--- config.mk ---
export PLATFORM = sky130hd
export DESIGN_NAME = dual_supply_reset_sequencer
export DESIGN_NICKNAME = d
export VERILOG_FILES = /design/src/rtl/reset_seq_pkg.sv /design/src/rtl/dual_supply_reset_sequencer.sv
export SDC_FILE = /design/constraint.sdc
export NUM_CORES = 1
export LEC_CHECK = 0
export BUFFER_PORTS_ARGS = -buffer_cell sky130_fd_sc_hd__buf_4
export CORE_MARGIN = 1
export CORE_UTILIZATION = 45
export DETAILED_ROUTE_END_ITERATION = 7
export GPL_TIMING_DRIVEN = 1
export PLACE_DENSITY = 0.72
export SLEW_MARGIN = 10
export SYNTH_ARGS = -nofsm -noshare
export SYNTH_HDL_FRONTEND = slang
export SYNTH_SLANG_ARGS = --single-unit
--- constraint.sdc ---
create_clock -name clk -period 4.14 [get_ports clk]
set_input_delay 0.621 -clock clk [delete_from_list [all_inputs] [get_ports clk]]
set_output_delay 0.621 -clock clk [all_outputs]
set_load 0.01 [all_outputs]
--- src/rtl/reset_seq_pkg.sv ---
package reset_seq_pkg;

    // Sampling clock
    localparam int unsigned CLK_MHZ = 50;

    // Release timeouts, primary and fixed secondary (least time, ms)
    localparam int unsigned RELEASE_TIMEOUT_MS = 140;
    localparam int unsigned RELEASE_CYCLES     = RELEASE_TIMEOUT_MS * CLK_MHZ * 1000;

    // Lead of the secondary reset over the primary one on assertion (us)
    localparam int unsigned ASSERT_SKEW_US     = 10;
    localparam int unsigned ASSERT_SKEW_CYCLES = ASSERT_SKEW_US * CLK_MHZ;

    // Least time a supply comparator must report low before it counts (ns)
    localparam int unsigned SUPPLY_FILTER_NS     = 2000;
    localparam int unsigned SUPPLY_FILTER_CYCLES = (SUPPLY_FILTER_NS * CLK_MHZ + 999) / 1000;

    // Dip on a supply that counts as deep: tolerated for a shorter time (ns)
    localparam int unsigned DEEP_FILTER_NS     = 500;
    localparam int unsigned DEEP_FILTER_CYCLES = (DEEP_FILTER_NS * CLK_MHZ + 999) / 1000;

    // Glitch rejection on the manual reset input (ns)
    localparam int unsigned MANUAL_FILTER_NS     = 100;
    localparam int unsigned MANUAL_FILTER_CYCLES = (MANUAL_FILTER_NS * CLK_MHZ + 999) / 1000;

    // Widths of the small counters
    localparam int unsigned FILT_W = 8;
    localparam int unsigned SKEW_W = 10;

    // Values after reset
    localparam logic RESET_ASSERTED  = 1'b0;
    localparam logic FIXED_MODE_INIT = 1'b1;

endpackage

--- src/rtl/dual_supply_reset_sequencer.sv ---
`timescale 1ns/100ps
module dual_supply_reset_sequencer
    import reset_seq_pkg::*;
#(
    parameter int unsigned TIMEOUT_CYCLES = RELEASE_CYCLES,
    parameter int unsigned TIMER_W        = 23
) (
    input  wire logic clk,
    input  wire logic rst_n,
    // Comparator results, 1 = above threshold; deep flags qualify a low sample
    input  wire logic master_ok,
    input  wire logic master_deep_low,
    input  wire logic secondary_monitor_input,
    input  wire logic secondary_deep_low,
    // Manual reset, active low; an open input idles high
    input  wire logic manual_reset_n,
    // Delay method select and the ramp comparator result
    input  wire logic delay_select_pin,
    input  wire logic ramp_reached,
    // Reset outputs and the ramp current source enable
    output logic      primary_reset_n,
    output logic      secondary_reset_n,
    output logic      ramp_charge_en
);

    // Refuse timer settings that the counters cannot hold
    if (TIMEOUT_CYCLES < 1 || TIMEOUT_CYCLES >= (64'd1 << TIMER_W)) begin : g_bad_timer
        $error("TIMEOUT_CYCLES does not fit TIMER_W");
    end
    if (ASSERT_SKEW_CYCLES >= (1 << SKEW_W) || SUPPLY_FILTER_CYCLES >= (1 << FILT_W)) begin : g_bad_w
        $error("Filter or skew count does not fit its counter");
    end
    // A zero-length window would underflow its last-count constant
    if (SUPPLY_FILTER_CYCLES < 1 || DEEP_FILTER_CYCLES < 1 ||
        MANUAL_FILTER_CYCLES < 1 || ASSERT_SKEW_CYCLES < 1) begin : g_bad_zero
        $error("Filter and skew windows need at least one cycle");
    end
    // A deep dip must never be tolerated longer than a shallow one
    if (DEEP_FILTER_CYCLES > SUPPLY_FILTER_CYCLES) begin : g_bad_deep
        $error("Deep dip window exceeds the shallow dip window");
    end
    // Deep and manual windows share the filter counter width
    if (DEEP_FILTER_CYCLES >= (1 << FILT_W) ||
        MANUAL_FILTER_CYCLES >= (1 << FILT_W)) begin : g_bad_f
        $error("Deep or manual filter count does not fit its counter");
    end
    // The release timers need a sensible width
    if (TIMER_W < 1 || TIMER_W > 32) begin : g_bad_tw
        $error("TIMER_W out of range");
    end

    localparam logic [TIMER_W-1:0] TIMEOUT_LAST = TIMER_W'(TIMEOUT_CYCLES - 1);
    localparam logic [FILT_W-1:0]  SUP_LAST     = FILT_W'(SUPPLY_FILTER_CYCLES - 1);
    localparam logic [FILT_W-1:0]  DEEP_LAST    = FILT_W'(DEEP_FILTER_CYCLES - 1);
    localparam logic [FILT_W-1:0]  MAN_LAST     = FILT_W'(MANUAL_FILTER_CYCLES - 1);
    localparam logic [SKEW_W-1:0]  SKEW_LAST    = SKEW_W'(ASSERT_SKEW_CYCLES - 1);

    // Timing at a glance, counted in rising edges of clk:
    //   Master comparator low for SUP_LAST+1 samples in a row sets master_bad;
    //   with the deep flag up the same happens after DEEP_LAST+1 samples.
    //   A single good sample clears the flag and the run count together,
    //   so a dip shorter than the window leaves no trace at all.
    //   The secondary comparator uses the same windows and the same scheme.
    //   Manual reset low for MAN_LAST+1 samples sets manual_on.
    //   The secondary reset falls on the edge after any fault flag sets.
    //   The primary reset falls SKEW_LAST+1 edges after a master or manual
    //   flag, and only if that flag still holds; a shorter fault never reaches it.
    //   The primary reset rises TIMEOUT_LAST+1 edges after its flags clear.
    //   Secondary timing starts on the edge after the primary is released and
    //   every fault is clear; fixed mode then counts TIMEOUT_CYCLES edges.
    //   Ramp mode raises the charge enable and waits for the comparator trip.
    //
    // Hazards the scheme avoids:
    //   The secondary can never rise while the primary is still held, since
    //   its timer is cleared on every edge that sees the primary low.
    //   The primary can never fall first, since the secondary falls on the first
    //   edge that sees the fault and the skew counter needs SKEW_LAST+1 edges.
    //   Every timer restarts from zero when its release condition drops,
    //   so a supply that bounces near threshold cannot shorten a timeout.
    //
    // Limitations a user must know:
    //   All windows are whole clock cycles; the package constants assume a
    //   50 MHz clock, so a slower clock stretches every window.
    //   The comparators are taken as already synchronous to clk;
    //   asynchronous pins need a synchroniser in front of this block.
    //   Changing the delay pin mid-timeout switches the method at once.

    // State fields:
    //   m_filt, s_filt   run length of a low comparator sample
    //   master_bad       master supply fault after filtering
    //   sec_bad          secondary input fault after filtering
    //   mr_filt          run length of a low manual reset sample
    //   manual_on        manual reset accepted after glitch rejection
    //   fixed_mode       registered delay pin, 1 selects the counter delay
    //   skew_cnt         lag of the primary behind the secondary on assertion
    //   p_cnt, s_cnt     release timers of the primary and the secondary
    //   prim_n, sec_n    the two reset outputs, active low
    //   charge           current source enable for the external ramp
    typedef struct packed {
        logic [FILT_W-1:0]  m_filt;
        logic               master_bad;
        logic [FILT_W-1:0]  s_filt;
        logic               sec_bad;
        logic [FILT_W-1:0]  mr_filt;
        logic               manual_on;
        logic               fixed_mode;
        logic [SKEW_W-1:0]  skew_cnt;
        logic [TIMER_W-1:0] p_cnt;
        logic               prim_n;
        logic [TIMER_W-1:0] s_cnt;
        logic               sec_n;
        logic               charge;
    } state_s;

    // Value after logic reset: both resets asserted, counters idle, fixed mode
    localparam state_s ST_INIT = '{
        m_filt:     '0,
        master_bad: 1'b0,
        s_filt:     '0,
        sec_bad:    1'b0,
        mr_filt:    '0,
        manual_on:  1'b0,
        fixed_mode: FIXED_MODE_INIT,
        skew_cnt:   '0,
        p_cnt:      '0,
        prim_n:     RESET_ASSERTED,
        s_cnt:      '0,
        sec_n:      RESET_ASSERTED,
        charge:     1'b0
    };

    state_s st_r;
    state_s st_nxt;

    logic prim_fault;
    logic sec_fault;

    // Faults: primary sees master and manual only; secondary sees everything.
    // Keeping the secondary input out of prim_fault is what lets a
    // secondary brownout pass without disturbing the processor reset.
    assign prim_fault = st_r.master_bad | st_r.manual_on;
    assign sec_fault  = prim_fault | st_r.sec_bad;

    always_comb begin
        st_nxt = st_r;

        // Master filter: a dip must outlast the window; deep dips get a shorter one.
        // The count holds at the window end while the flag is set, so a long
        // outage costs no wrap-around and the flag cannot drop by itself.
        if (master_ok) begin
            st_nxt.m_filt     = '0;
            st_nxt.master_bad = 1'b0;
        end else if ((master_deep_low && st_r.m_filt >= DEEP_LAST) ||
                     st_r.m_filt >= SUP_LAST) begin
            st_nxt.master_bad = 1'b1;
        end else begin
            st_nxt.m_filt = st_r.m_filt + FILT_W'(1);
        end

        // Secondary input filter, same scheme.
        // Its flag feeds only the secondary fault, never the primary.
        if (secondary_monitor_input) begin
            st_nxt.s_filt  = '0;
            st_nxt.sec_bad = 1'b0;
        end else if ((secondary_deep_low && st_r.s_filt >= DEEP_LAST) ||
                     st_r.s_filt >= SUP_LAST) begin
            st_nxt.sec_bad = 1'b1;
        end else begin
            st_nxt.s_filt = st_r.s_filt + FILT_W'(1);
        end

        // Manual reset with glitch rejection; an open input idles high.
        // Pulses shorter than the window are dropped so that noise on a
        // long trace to a push button cannot reset the system.
        if (manual_reset_n) begin
            st_nxt.mr_filt   = '0;
            st_nxt.manual_on = 1'b0;
        end else if (st_r.mr_filt >= MAN_LAST) begin
            st_nxt.manual_on = 1'b1;
        end else begin
            st_nxt.mr_filt = st_r.mr_filt + FILT_W'(1);
        end

        // Delay mode follows the pin; a change switches the method at once.
        // The pin is a static strap in practice, so no filter is spent on it.
        st_nxt.fixed_mode = delay_select_pin;

        // Primary: assert after the skew lag so the secondary always leads.
        // A fault that clears within the lag leaves the primary released;
        // that trades a little reaction time for a guaranteed order.
        if (prim_fault) begin
            st_nxt.p_cnt = '0;
            if (!st_r.prim_n) begin
                st_nxt.skew_cnt = '0;
            end else if (st_r.skew_cnt >= SKEW_LAST) begin
                st_nxt.prim_n   = RESET_ASSERTED;
                st_nxt.skew_cnt = '0;
            end else begin
                st_nxt.skew_cnt = st_r.skew_cnt + SKEW_W'(1);
            end
        end else begin
            st_nxt.skew_cnt = '0;
            if (!st_r.prim_n) begin
                if (st_r.p_cnt >= TIMEOUT_LAST) begin
                    st_nxt.prim_n = 1'b1;
                end else begin
                    st_nxt.p_cnt = st_r.p_cnt + TIMER_W'(1);
                end
            end
        end

        // Secondary: drop at once on any fault, time out only behind the primary.
        // While held here the capacitor is discharged, so every ramp delay
        // starts from an empty capacitor and has its full length.
        if (sec_fault || !st_r.prim_n) begin
            st_nxt.sec_n  = sec_fault ? RESET_ASSERTED : st_r.sec_n;
            st_nxt.s_cnt  = '0;
            st_nxt.charge = 1'b0;                                      // Discharges the capacitor
            if (sec_fault) begin
                st_nxt.sec_n = RESET_ASSERTED;
            end
        end else if (!st_r.sec_n) begin
            if (st_r.fixed_mode) begin
                st_nxt.charge = 1'b0;
                if (st_r.s_cnt >= TIMEOUT_LAST) begin
                    st_nxt.sec_n = 1'b1;
                end else begin
                    st_nxt.s_cnt = st_r.s_cnt + TIMER_W'(1);
                end
            end else begin
                // Ramp runs while charging; comparator trip ends the delay
                st_nxt.charge = 1'b1;
                if (st_r.charge && ramp_reached) begin
                    st_nxt.sec_n  = 1'b1;
                    st_nxt.charge = 1'b0;
                end
            end
        end else begin
            st_nxt.charge = 1'b0;
        end
    end

    // State register; every output is a bit of it.
    // Reset loads a constant, so both outputs come up asserted.
    always_ff @(posedge clk) begin
        if (!rst_n) begin
            st_r <= ST_INIT;
        end else begin
            st_r <= st_nxt;
        end
    end

    // Outputs straight from state flip-flops: no glitch can reach a reset pin
    assign primary_reset_n   = st_r.prim_n;
    assign secondary_reset_n = st_r.sec_n;
    assign ramp_charge_en    = st_r.charge;

endmodule

Yosys cells after proc, flatten, opt, wreduce, memory -nomap -nowiden
Cells that the tools add are included.
{ "word_totals": {"regBits": 87, "elab_cells": 64} }
{ "op_classes": {"n_addsub": 6, "n_mux": 12, "n_eq_ne": 1, "bitwise_logic": 8, "n_lt_le_gt_ge": 8, "n_reduce_logical": 16} }
{ "op_table": {"columns": ["op", "n"], "rows": [
  ["23-bit by 1-bit adder with 23-bit output (second input constant)", 2],
  ["23-bit >= comparator (second input constant)", 2],
  ["8-bit by 1-bit adder with 8-bit output (second input constant)", 3],
  ["8-bit by 5-bit >= comparator with 1-bit output (second input constant)", 2],
  ["8-bit by 7-bit >= comparator with 1-bit output (second input constant)", 2],
  ["10-bit by 1-bit adder with 10-bit output (second input constant)", 1],
  ["10-bit by 9-bit >= comparator with 1-bit output (second input constant)", 1],
  ["2-bit OR reduction", 5],
  ["1-bit two-way mux", 9],
  ["8-bit by 3-bit >= comparator with 1-bit output (second input constant)", 1],
  ["4-bit OR reduction", 2],
  ["2-bit two-way mux", 3],
  ["1-bit NOT", 6],
  ["1-bit logical AND", 3],
  ["1-bit logical OR", 3],
  ["3-bit AND reduction", 1],
  ["2-bit != test (second input constant)", 1],
  ["1-bit OR", 2],
  ["2-bit AND reduction", 1],
  ["1-bit logical NOT", 1]
]} }

Depth between registers and ports, before layout
Gate-level depths: netlist of run 1.
{ "logic_depth": {"depth_word": 5, "mapped_depth": 8} }

Worst setup path before layout of run 1
OpenSTA, ideal clock, no wires.
{ "synth_path": {"path_type": "input -> register", "from": "input port rst_n", "to": "register st_r[11] in the netlist's numbering", "setup_time_ns": 0.070, "setup_slack_ns": 1.964, "arrival_ns": 2.106, "stages": 6, "cell_sequence": "clkbuf_1 -> nor3b_1 -> nand3b_1 -> clkbuf_1 -> clkbuf_1 -> a21oi_1"} }
{ "synth_via": {"elab_chain_cells": 2} }
{ "synth_rtl": {"columns": ["element", "line", "source"], "rows": [
  ["start: declaration", "dual_supply_reset_sequencer.sv:9", "input wire logic rst_n,"],
  ["1-bit NOT (no source line)", null, null],
  ["2-bit OR reduction (no source line)", null, null],
  ["end signal: assignment", "dual_supply_reset_sequencer.sv:249", "st_r <= st_nxt;"],
  ["end: declaration", "dual_supply_reset_sequencer.sv:132", "state_s st_r;"]
]} }
No other way between the ends.
A chain may end at the register's enable or synchronous reset.

Worst setup path after layout of run 1
{ "layout_path": {"from": "register st_r[16] in the netlist's numbering", "to": "register st_r[21] in the netlist's numbering"} }
{ "layout_via": {"elab_chain_cells": 3, "word_cells_on_any_way": 4} }
{ "layout_rtl": {"columns": ["element", "line", "source"], "rows": [
  ["23-bit >= comparator", "dual_supply_reset_sequencer.sv:225", "if (st_r.s_cnt >= TIMEOUT_LAST) begin"],
  ["1-bit NOT (no source line)", null, null],
  ["3-bit AND reduction (no source line)", null, null]
]} }
Parallel ways exist; a longest one is shown, timed or not.

==> results of run 1 <==
-- metrics by stage --
stage	hold WS (ps)	cell area [µm²]	util	setup WS, ps	instances
after floorplan	426	4200	-	1960	489
after global placement	441	4370	0.491	1720	594
after detailed placement	453	4370	0.491	1630	594
after CTS	443	4560	0.512	1820	610
after global routing	439	4560	0.512	1610	610
final	464	4560	0.512	1810	610
-- sequential cells by signal, indices dropped and copies added, names as in the netlist --
register,cells
ramp_charge_en,1
st_r,84
primary_reset_n,1
secondary_reset_n,1
-- layer usage --
layer	vias to the layer above	routed length, µm	global-route usage
met4	0	111	0.0654
li1	1837	-	-
met3	10	283	0.0532
met1	1720	4130	0.230
met2	67	3930	0.316
met5	-	0	0
-- worst register-to-register path: stages (launching register included) --
cell	delay, ps
dfxtp_1	470
or4bb_1	550
nor4_4	390
a2111o_1	530
nor4_1	140
mux2i_1	140
-- cells in the final DEF (no fill, tap or decap), types with 8 or more instances in the layout --
master	Yosys	final
mux2i_1	10	10
xor2_1	9	9
a21oi_1	38	38
or3_1	11	11
inv_1	15	15
nor2_1	50	50
nand2_1	33	33
xnor2_1	10	10
nor4_1	9	9
o31ai_1	18	18
ha_1	9	9
buf_4	1	13
o21ai_0	14	14
clkbuf_8	0	9
and2_1	8	8
nand2b_1	9	9
dfxtp_1	87	87
or4_1	21	21
nand3_1	28	28
nand4_1	15	15
-- report_power, final --
| group | switching (mW) | internal [mW] |
|---|---|---|
| combinational | 0.0225 | 0.0160 |
| sequential | 0.00626 | 0.843 |
| clock | 0.338 | 0.231 |
-- logic make-up (layout without fill, tap and decap cells) --
logic type | count (synthesis) | in the layout
adders and majority gates | 9 | 9
buffers and inverters | 31 | 44
DFF | 87 | 87
xor gates and xnor gates | 19 | 19
and+or+nand+nor | 224 | 224
other | 1 | 1
AOI/OAI and AO/OA | 108 | 108
muxes | 10 | 10
-- area by class of cell --
cell class              instances  area [µm²]
multi-input cells             371        2340
repair buffers                 13        97.6
clock inverters                 7        63.8
fillers                       808        4340
clock buffers                   9         124
well taps                     108         135
inverters                      15        56.3
flip-flops and latches         87        1740
-- final timing paths --
check,endpoint,slack (ps),cells after the start
max reg2reg,st_r[21],1810,5
min,st_r[59],460,2
max,st_r[21],1810,5
min reg2reg,st_r[49],470,1
-- synthesized netlist by cell type, drive strengths merged (4+ instances only) --
cell type,count
dfxtp,87
nor2,50
a21oi,38
nand2,33
nand3,29
or4,22
o31ai,18
o21ai,16
inv,15
nand4,15
clkbuf,11
nor4,11
or3,11
mux2i,10
xnor2,10
ha,9
nand2b,9
xor2,9
and2,8
o211ai,7
and3,6
buf,5
nor3,5
or2,5
nor2b,4
o311ai,4
==> metrics list, run 1 <==
- Highest achievable clock rate: roughly 430 MHz
- After synthesis, the largest family of logic cells by area is simple AND/OR/NAND/NOR gates.
- Final Slew Violations: 0
* Hold bufs inserted after CTS: 0
* Share of cell area taken by muxes after synthesis: 0.0238
* Worst Setup Start Kind: flop
* Worst voltage drop across the vdd grid: 0.259 mV
* Routed WL per cell: ~14 µm
- Crit Path Max Fanout: 15
- Counting flops with an async set or reset pin after synthesis yields a share of 0.
* Data required, critical path: 4380 ps
* Number of buffers created by CTS: 9
- Crit share post-route: 0.562
- The initial utilization of the core area, before any placement, comes to 0.472.
* Final sum of negative setup slack: 0 ps
* Share of the yosys chip area belonging to registers: 0.415
- Endpoint class of the critical path: flop
* Combined area of all synthesized cells: ~4200 µm²
* Dominant synthesized flop cell: dfxtp_1
- Counting every sink on the clock net gives between 80 and 90.
- Largest stage delay on the critical path: between 500 and 600 ps
- During I/O placement, the number of pins put on the boundary was 12.
* Mean cell area of the mapped netlist: between 8 and 9 µm²
- Leading cell types by total area after synthesis: dfxtp_1 (41%), a21oi_1 (4.5%), nor2_1 (4.5%)
- Worst clock skew: around 9.2 ps
* Cell taking the most area after synthesis: dfxtp_1
- Number of core rows: 34
- The most critical setup path has its startpoint at st_r[16].
* Remaining number of nets flagged by the antenna check after routing: 0
* Die span in x: between 90 and 100 µm
- After technology mapping, the gate count stands at slightly below 500.
- Top cell family by delay on the critical path: simple AND/OR/NAND/NOR gates
* GRT Residual Overflow: 0
- When the netlist entered floorplanning its net count stood at a little over 500.
* Arrival time at the worst endpoint: about 2600 ps
- The min-delay analysis places its worst path in the category in -> reg.
- WP buf/inv: 0
- Die span in y: ~100 µm
- At the end of the flow, the number of nets in the layout was approximately 520.
- Vias per std cell: ~6.0
- Unrepaired setup endpoints after global routing: false
- The first global-routing pass estimated around 15,000 µm of wire.
- Area delta synth->final: 8.46%
- Number of DRC markers in iteration 0: 195
- For the pin with the worst max-slew slack, the measured transition is around 900 ps.
- Compound-cell area share of the yosys netlist: 0.167
- The design draws between 1 and 1.5 mW.
- After floorplanning, the core was sized to cover 8890 µm².
- Max clock buf depth: 2
- After detailed routing, the number of remaining DRC violations is 0.
- In this run the critical register-to-register path is launched from st_r[16].
- Slowest stage cell on the critical path: or4bb_1
* Die area: just under 10,000 µm²
* Count of maximum capacitance violations: 0
* Pleak: 1.50 nW
- TritonCTS built the clock tree.
* Post-Synth Adder-Cell Area: 0.0268
- Maximum number of pins on one net before global-route repair: 24
- Post-cts gate resize count: 0
- Detailed Route WL: approximately 8500 µm
* Clock Latency Late Sink: between 300 and 400 ps
* Drt first pass iters: 4
- The repair_antennas step left the layout with diodes totalling 0.
* Total of flip-flops plus latches after synthesis: between 80 and 90
- Clock slew at reported path FFs: 90 ps
- In this run the clock root is driven by a clkbuf_8.
- Of the total synthesized cell area, the portion taken by AND, OR, NAND and NOR gates is 0.298.
* Pwr/cell area: between 300 and 400 nW/µm²
- Setup violations remaining at the end of the flow were counted as 0.
* Run status: complete, no violations
- The wire-length estimate of the detail-placed layout is roughly 5900 µm.
* Worst relative slew slack: 0.399
- The via count of the first global-routing pass was between 3,000 and 4,000.
- Parity-gate share of the synthesized area counting xor and xnor cells: 0.0396
- Hold violation count in the final report: 0
- Of the cells placed in the final design, the portion with a size suffix greater than 1 is 0.0876.
- Routability congestion estimate from global placement: between 0.8 and 0.9
* Warnings, synthesis: 0
- Post-synth cell types: 55
* Total number of H-tree levels: 3
- After layout, the minimum clock period comes to roughly 2300 ps.
* Global-route total usage across every layer: 0.188
* Top-area cell type share of the netlist area: 0.415
* Port Buf Inserts: 11
* Type of the setup path with the least slack: reg -> reg
- Traced cell by cell, the critical path runs through or4bb_1, nor4_4, a2111o_1, nor4_1, mux2i_1.
- In this run the post-CTS setup repair buffer count came out at 0.
* Number of vias in the routed layout: about 3,600
- Antenna violations before repair: 0
* Post-synth EDFFs: 0
* Worst Min Path Start: delay_select_pin
(Power assumes the default switching activity.)
==> inputs of run 2 (changes only) <==
==> constraint.sdc (replaced) <==
create_clock -name clk -period 2.3 [get_ports clk]
set_input_delay 0.345 -clock clk [delete_from_list [all_inputs] [get_ports clk]]
set_output_delay 0.345 -clock clk [all_outputs]
set_load 0.01 [all_outputs]
==> run 2 against run 1 <==
Effect of this change:
- via count shrank 0.11%
- clock power grew 90%
- first-iteration DRC count grew 8.2%
- largest power group unchanged
==> metrics list, run 2 (synthesized netlist as in run 1, its figures left out) <==
- The clock tree synthesis step divided the H-tree into 3 levels.
- The clock passes through at most 2 buffers.
* Highest achievable clock rate: between 400 and 500 MHz
- Area post-placement: roughly 4500 µm²
* P_int: 2.08 mW
- Flip-flop count of the largest register, all copies and words added: between 80 and 90
- The max-slew violation count came to 0.
* Number of setup violations in the final report: 0
- After detailed placement, the design holds a cell count of between 600 and 700.
- Detailed Route WL: ~8600 µm
* Number of non-filler instances in the completed layout: roughly 620
- The smallest clock period supported by the final layout is computed as ~2200 ps.
- Highest-count cells in the layout ignoring fill and taps: dfxtp_1 (87), nor2_1 (50), a21oi_1 (38)
- Die span in y: 98.6 µm
* Worst clock skew: ~16 ps
- Number of core rows: 34
- Across the run, the number of max-cap violations was 0.
* Arrival time at the worst endpoint: 2480 ps
- Once layout is complete, the utilization of the core stands at 0.524.
- Of the total power, the share spent switching nets is 0.223.
* Pwr/cell area: 575 nW/µm²
- Area of combinational cells with multiple inputs: roughly 2300 µm²
* GRT Residual Overflow: 0
* Routed WL per cell: 13.8 µm
- The completed layout was analyzed and its total power is 2.68 mW.
* Slack of the critical path: 113 ps
- Worst relative slew slack: 0.463
- The library cell used most frequently in the layout, excluding fill and tap cells, is dfxtp_1.
- Across the VDD grid, the largest voltage drop is 0.263 mV.
* Global-route wire length before repair: 15,100 µm
- The worst setup path is of the reg -> reg kind.
- The die is roughly 99 µm wide.
- For this run, the total global-route usage over all layers was measured as 0.190.
* Routability congestion estimate from global placement: between 0.8 and 0.9
- Of the total power, combinational logic draws 0.028.
* Hold violation count in the final report: 0
- Hold bufs inserted after CTS: 0
* Clock slew at reported path FFs: about 100 ps
* Antenna violations before repair: 0
- During I/O placement, the number of pins put on the boundary was 12.
* Clock Latency Late Sink: approximately 360 ps
- Pleak: 1.57 nW
* Crit Path Max Fanout: 15
* Total number of nets in the final design: about 530
* Worst Setup Slack post-DPL: ~90 ps
- Final sum of negative setup slack: 0 ps
- Port Buf Inserts: 11
- Run status: complete, no violations
- Endpoint class of the critical path: flop
- The detail route stage leaves a number of antenna-violating nets equal to 0.
- Clock network power share: 0.402
- The filler cells instantiated in the layout total about 820.
* CTS sink count: 87
* Number of vias in the routed layout: between 3,000 and 4,000
* Transition time of the tightest slew-check pin: ~800 ps
- After floorplanning, the core was sized to cover 8890 µm².
- Post-route DRC: 0
* Number of buffers created by CTS: 9
- The root buffer cell chosen for the clock tree is clkbuf_8.
- Die area: about 10000 µm²
- The worst setup path is launched from a flop.
- Class of the tightest hold or removal check: in -> reg
- Number of global-route vias before repair: 3,447
- TritonCTS clock tree: done
* Final instance area: roughly 4700 µm²
- Data required, critical path: ~2600 ps
* Number of DRC markers in iteration 0: 211
* Crit share post-route: 0.951
- Ant. Diodes: 0
* Unrepaired setup endpoints after global routing: false
- Largest reg by FF count: st_r
* Starting density of the core: 0.472
- Detail Placement HPWL: 6040 µm
- Entering global routing, the biggest net connects 24 pins.
- Of the total power, registers draw 0.570.
* Net load switching power: ~0.60 mW
- In the final layout, the share of cells above drive strength 1 is 0.109.
- Before antenna repair, the detailed router went through 5 iterations.
- Area delta synth->final: 10.9%
* Sequential standard cell area: between 1500 and 2000 µm²
- WHS: around 170 ps
- Vias per std cell: a little under 6
## run 2: cell count changes in the layout (fill, tap and decap cells not counted)
cell / previous run / this run
buf_4: 13 / 25
inv_6: 4 / 0
clkinv_4: 0 / 2
a2111o_1: 2 / 1
a2111o_2: 0 / 1
bufinv_16: 0 / 1
clkbuf_1: 0 / 1
clkbuf_8: 9 / 10
clkinv_2: 1 / 2
clkinv_8: 1 / 0
clkinvlp_4: 1 / 0
## run 2: layout make-up
class	instances	share of cell area
multi-input cells	371	0.502
flip-flops and latches	87	0.374
repair buffers	25	0.0403
clock buffers	11	0.0304
well taps	108	0.0290
clock inverters	5	0.0124
inverters	15	0.0121
## run 2: power by group through the flow
stage	clock network, mW	registers (mW)	logic, mW
2_1_floorplan	0	1.56	0.0481
4_1_cts	1.11	1.53	0.0767
3_5_place_dp	0	1.56	0.0763
3_3_place_gp	0	1.56	0.0733
5_1_grt	1.18	1.53	0.0864
6_report	1.08	1.53	0.0753
## run 2: routing by layer
metal,global-route usage,part of all wire,vias up,wire [µm]
li1,-,-,1857,-
met1,0.245,0.48,1701,4120
met2,0.314,0.47,60,4030
met3,0.0262,0.034,12,289
met4,0.0907,0.018,0,153
met5,0,0,-,0
## run 2: worst paths after layout
kind / start / to / slack, ps / cells past startpoint
worst max register to register: st_r[22] / st_r[7] / 110 / 5
worst max-delay path: st_r[22] / st_r[7] / 110 / 5
worst min register to register: st_r[49] / st_r[49] / 470 / 1
worst min-delay path: delay_select_pin / st_r[59] / 170 / 2
## run 2: critical path, stage by stage, from the launching register on
cell and delay (ps):
dfxtp_1 430, nand4b_1 250, nor4_4 110, a2111o_2 630
or4_2 570, a21oi_1 160
## run 2: repair_timing
item,CTS,global route
buffers inserted,0,0
gates resized for setup,0,1
setup endpoints to repair,0,10
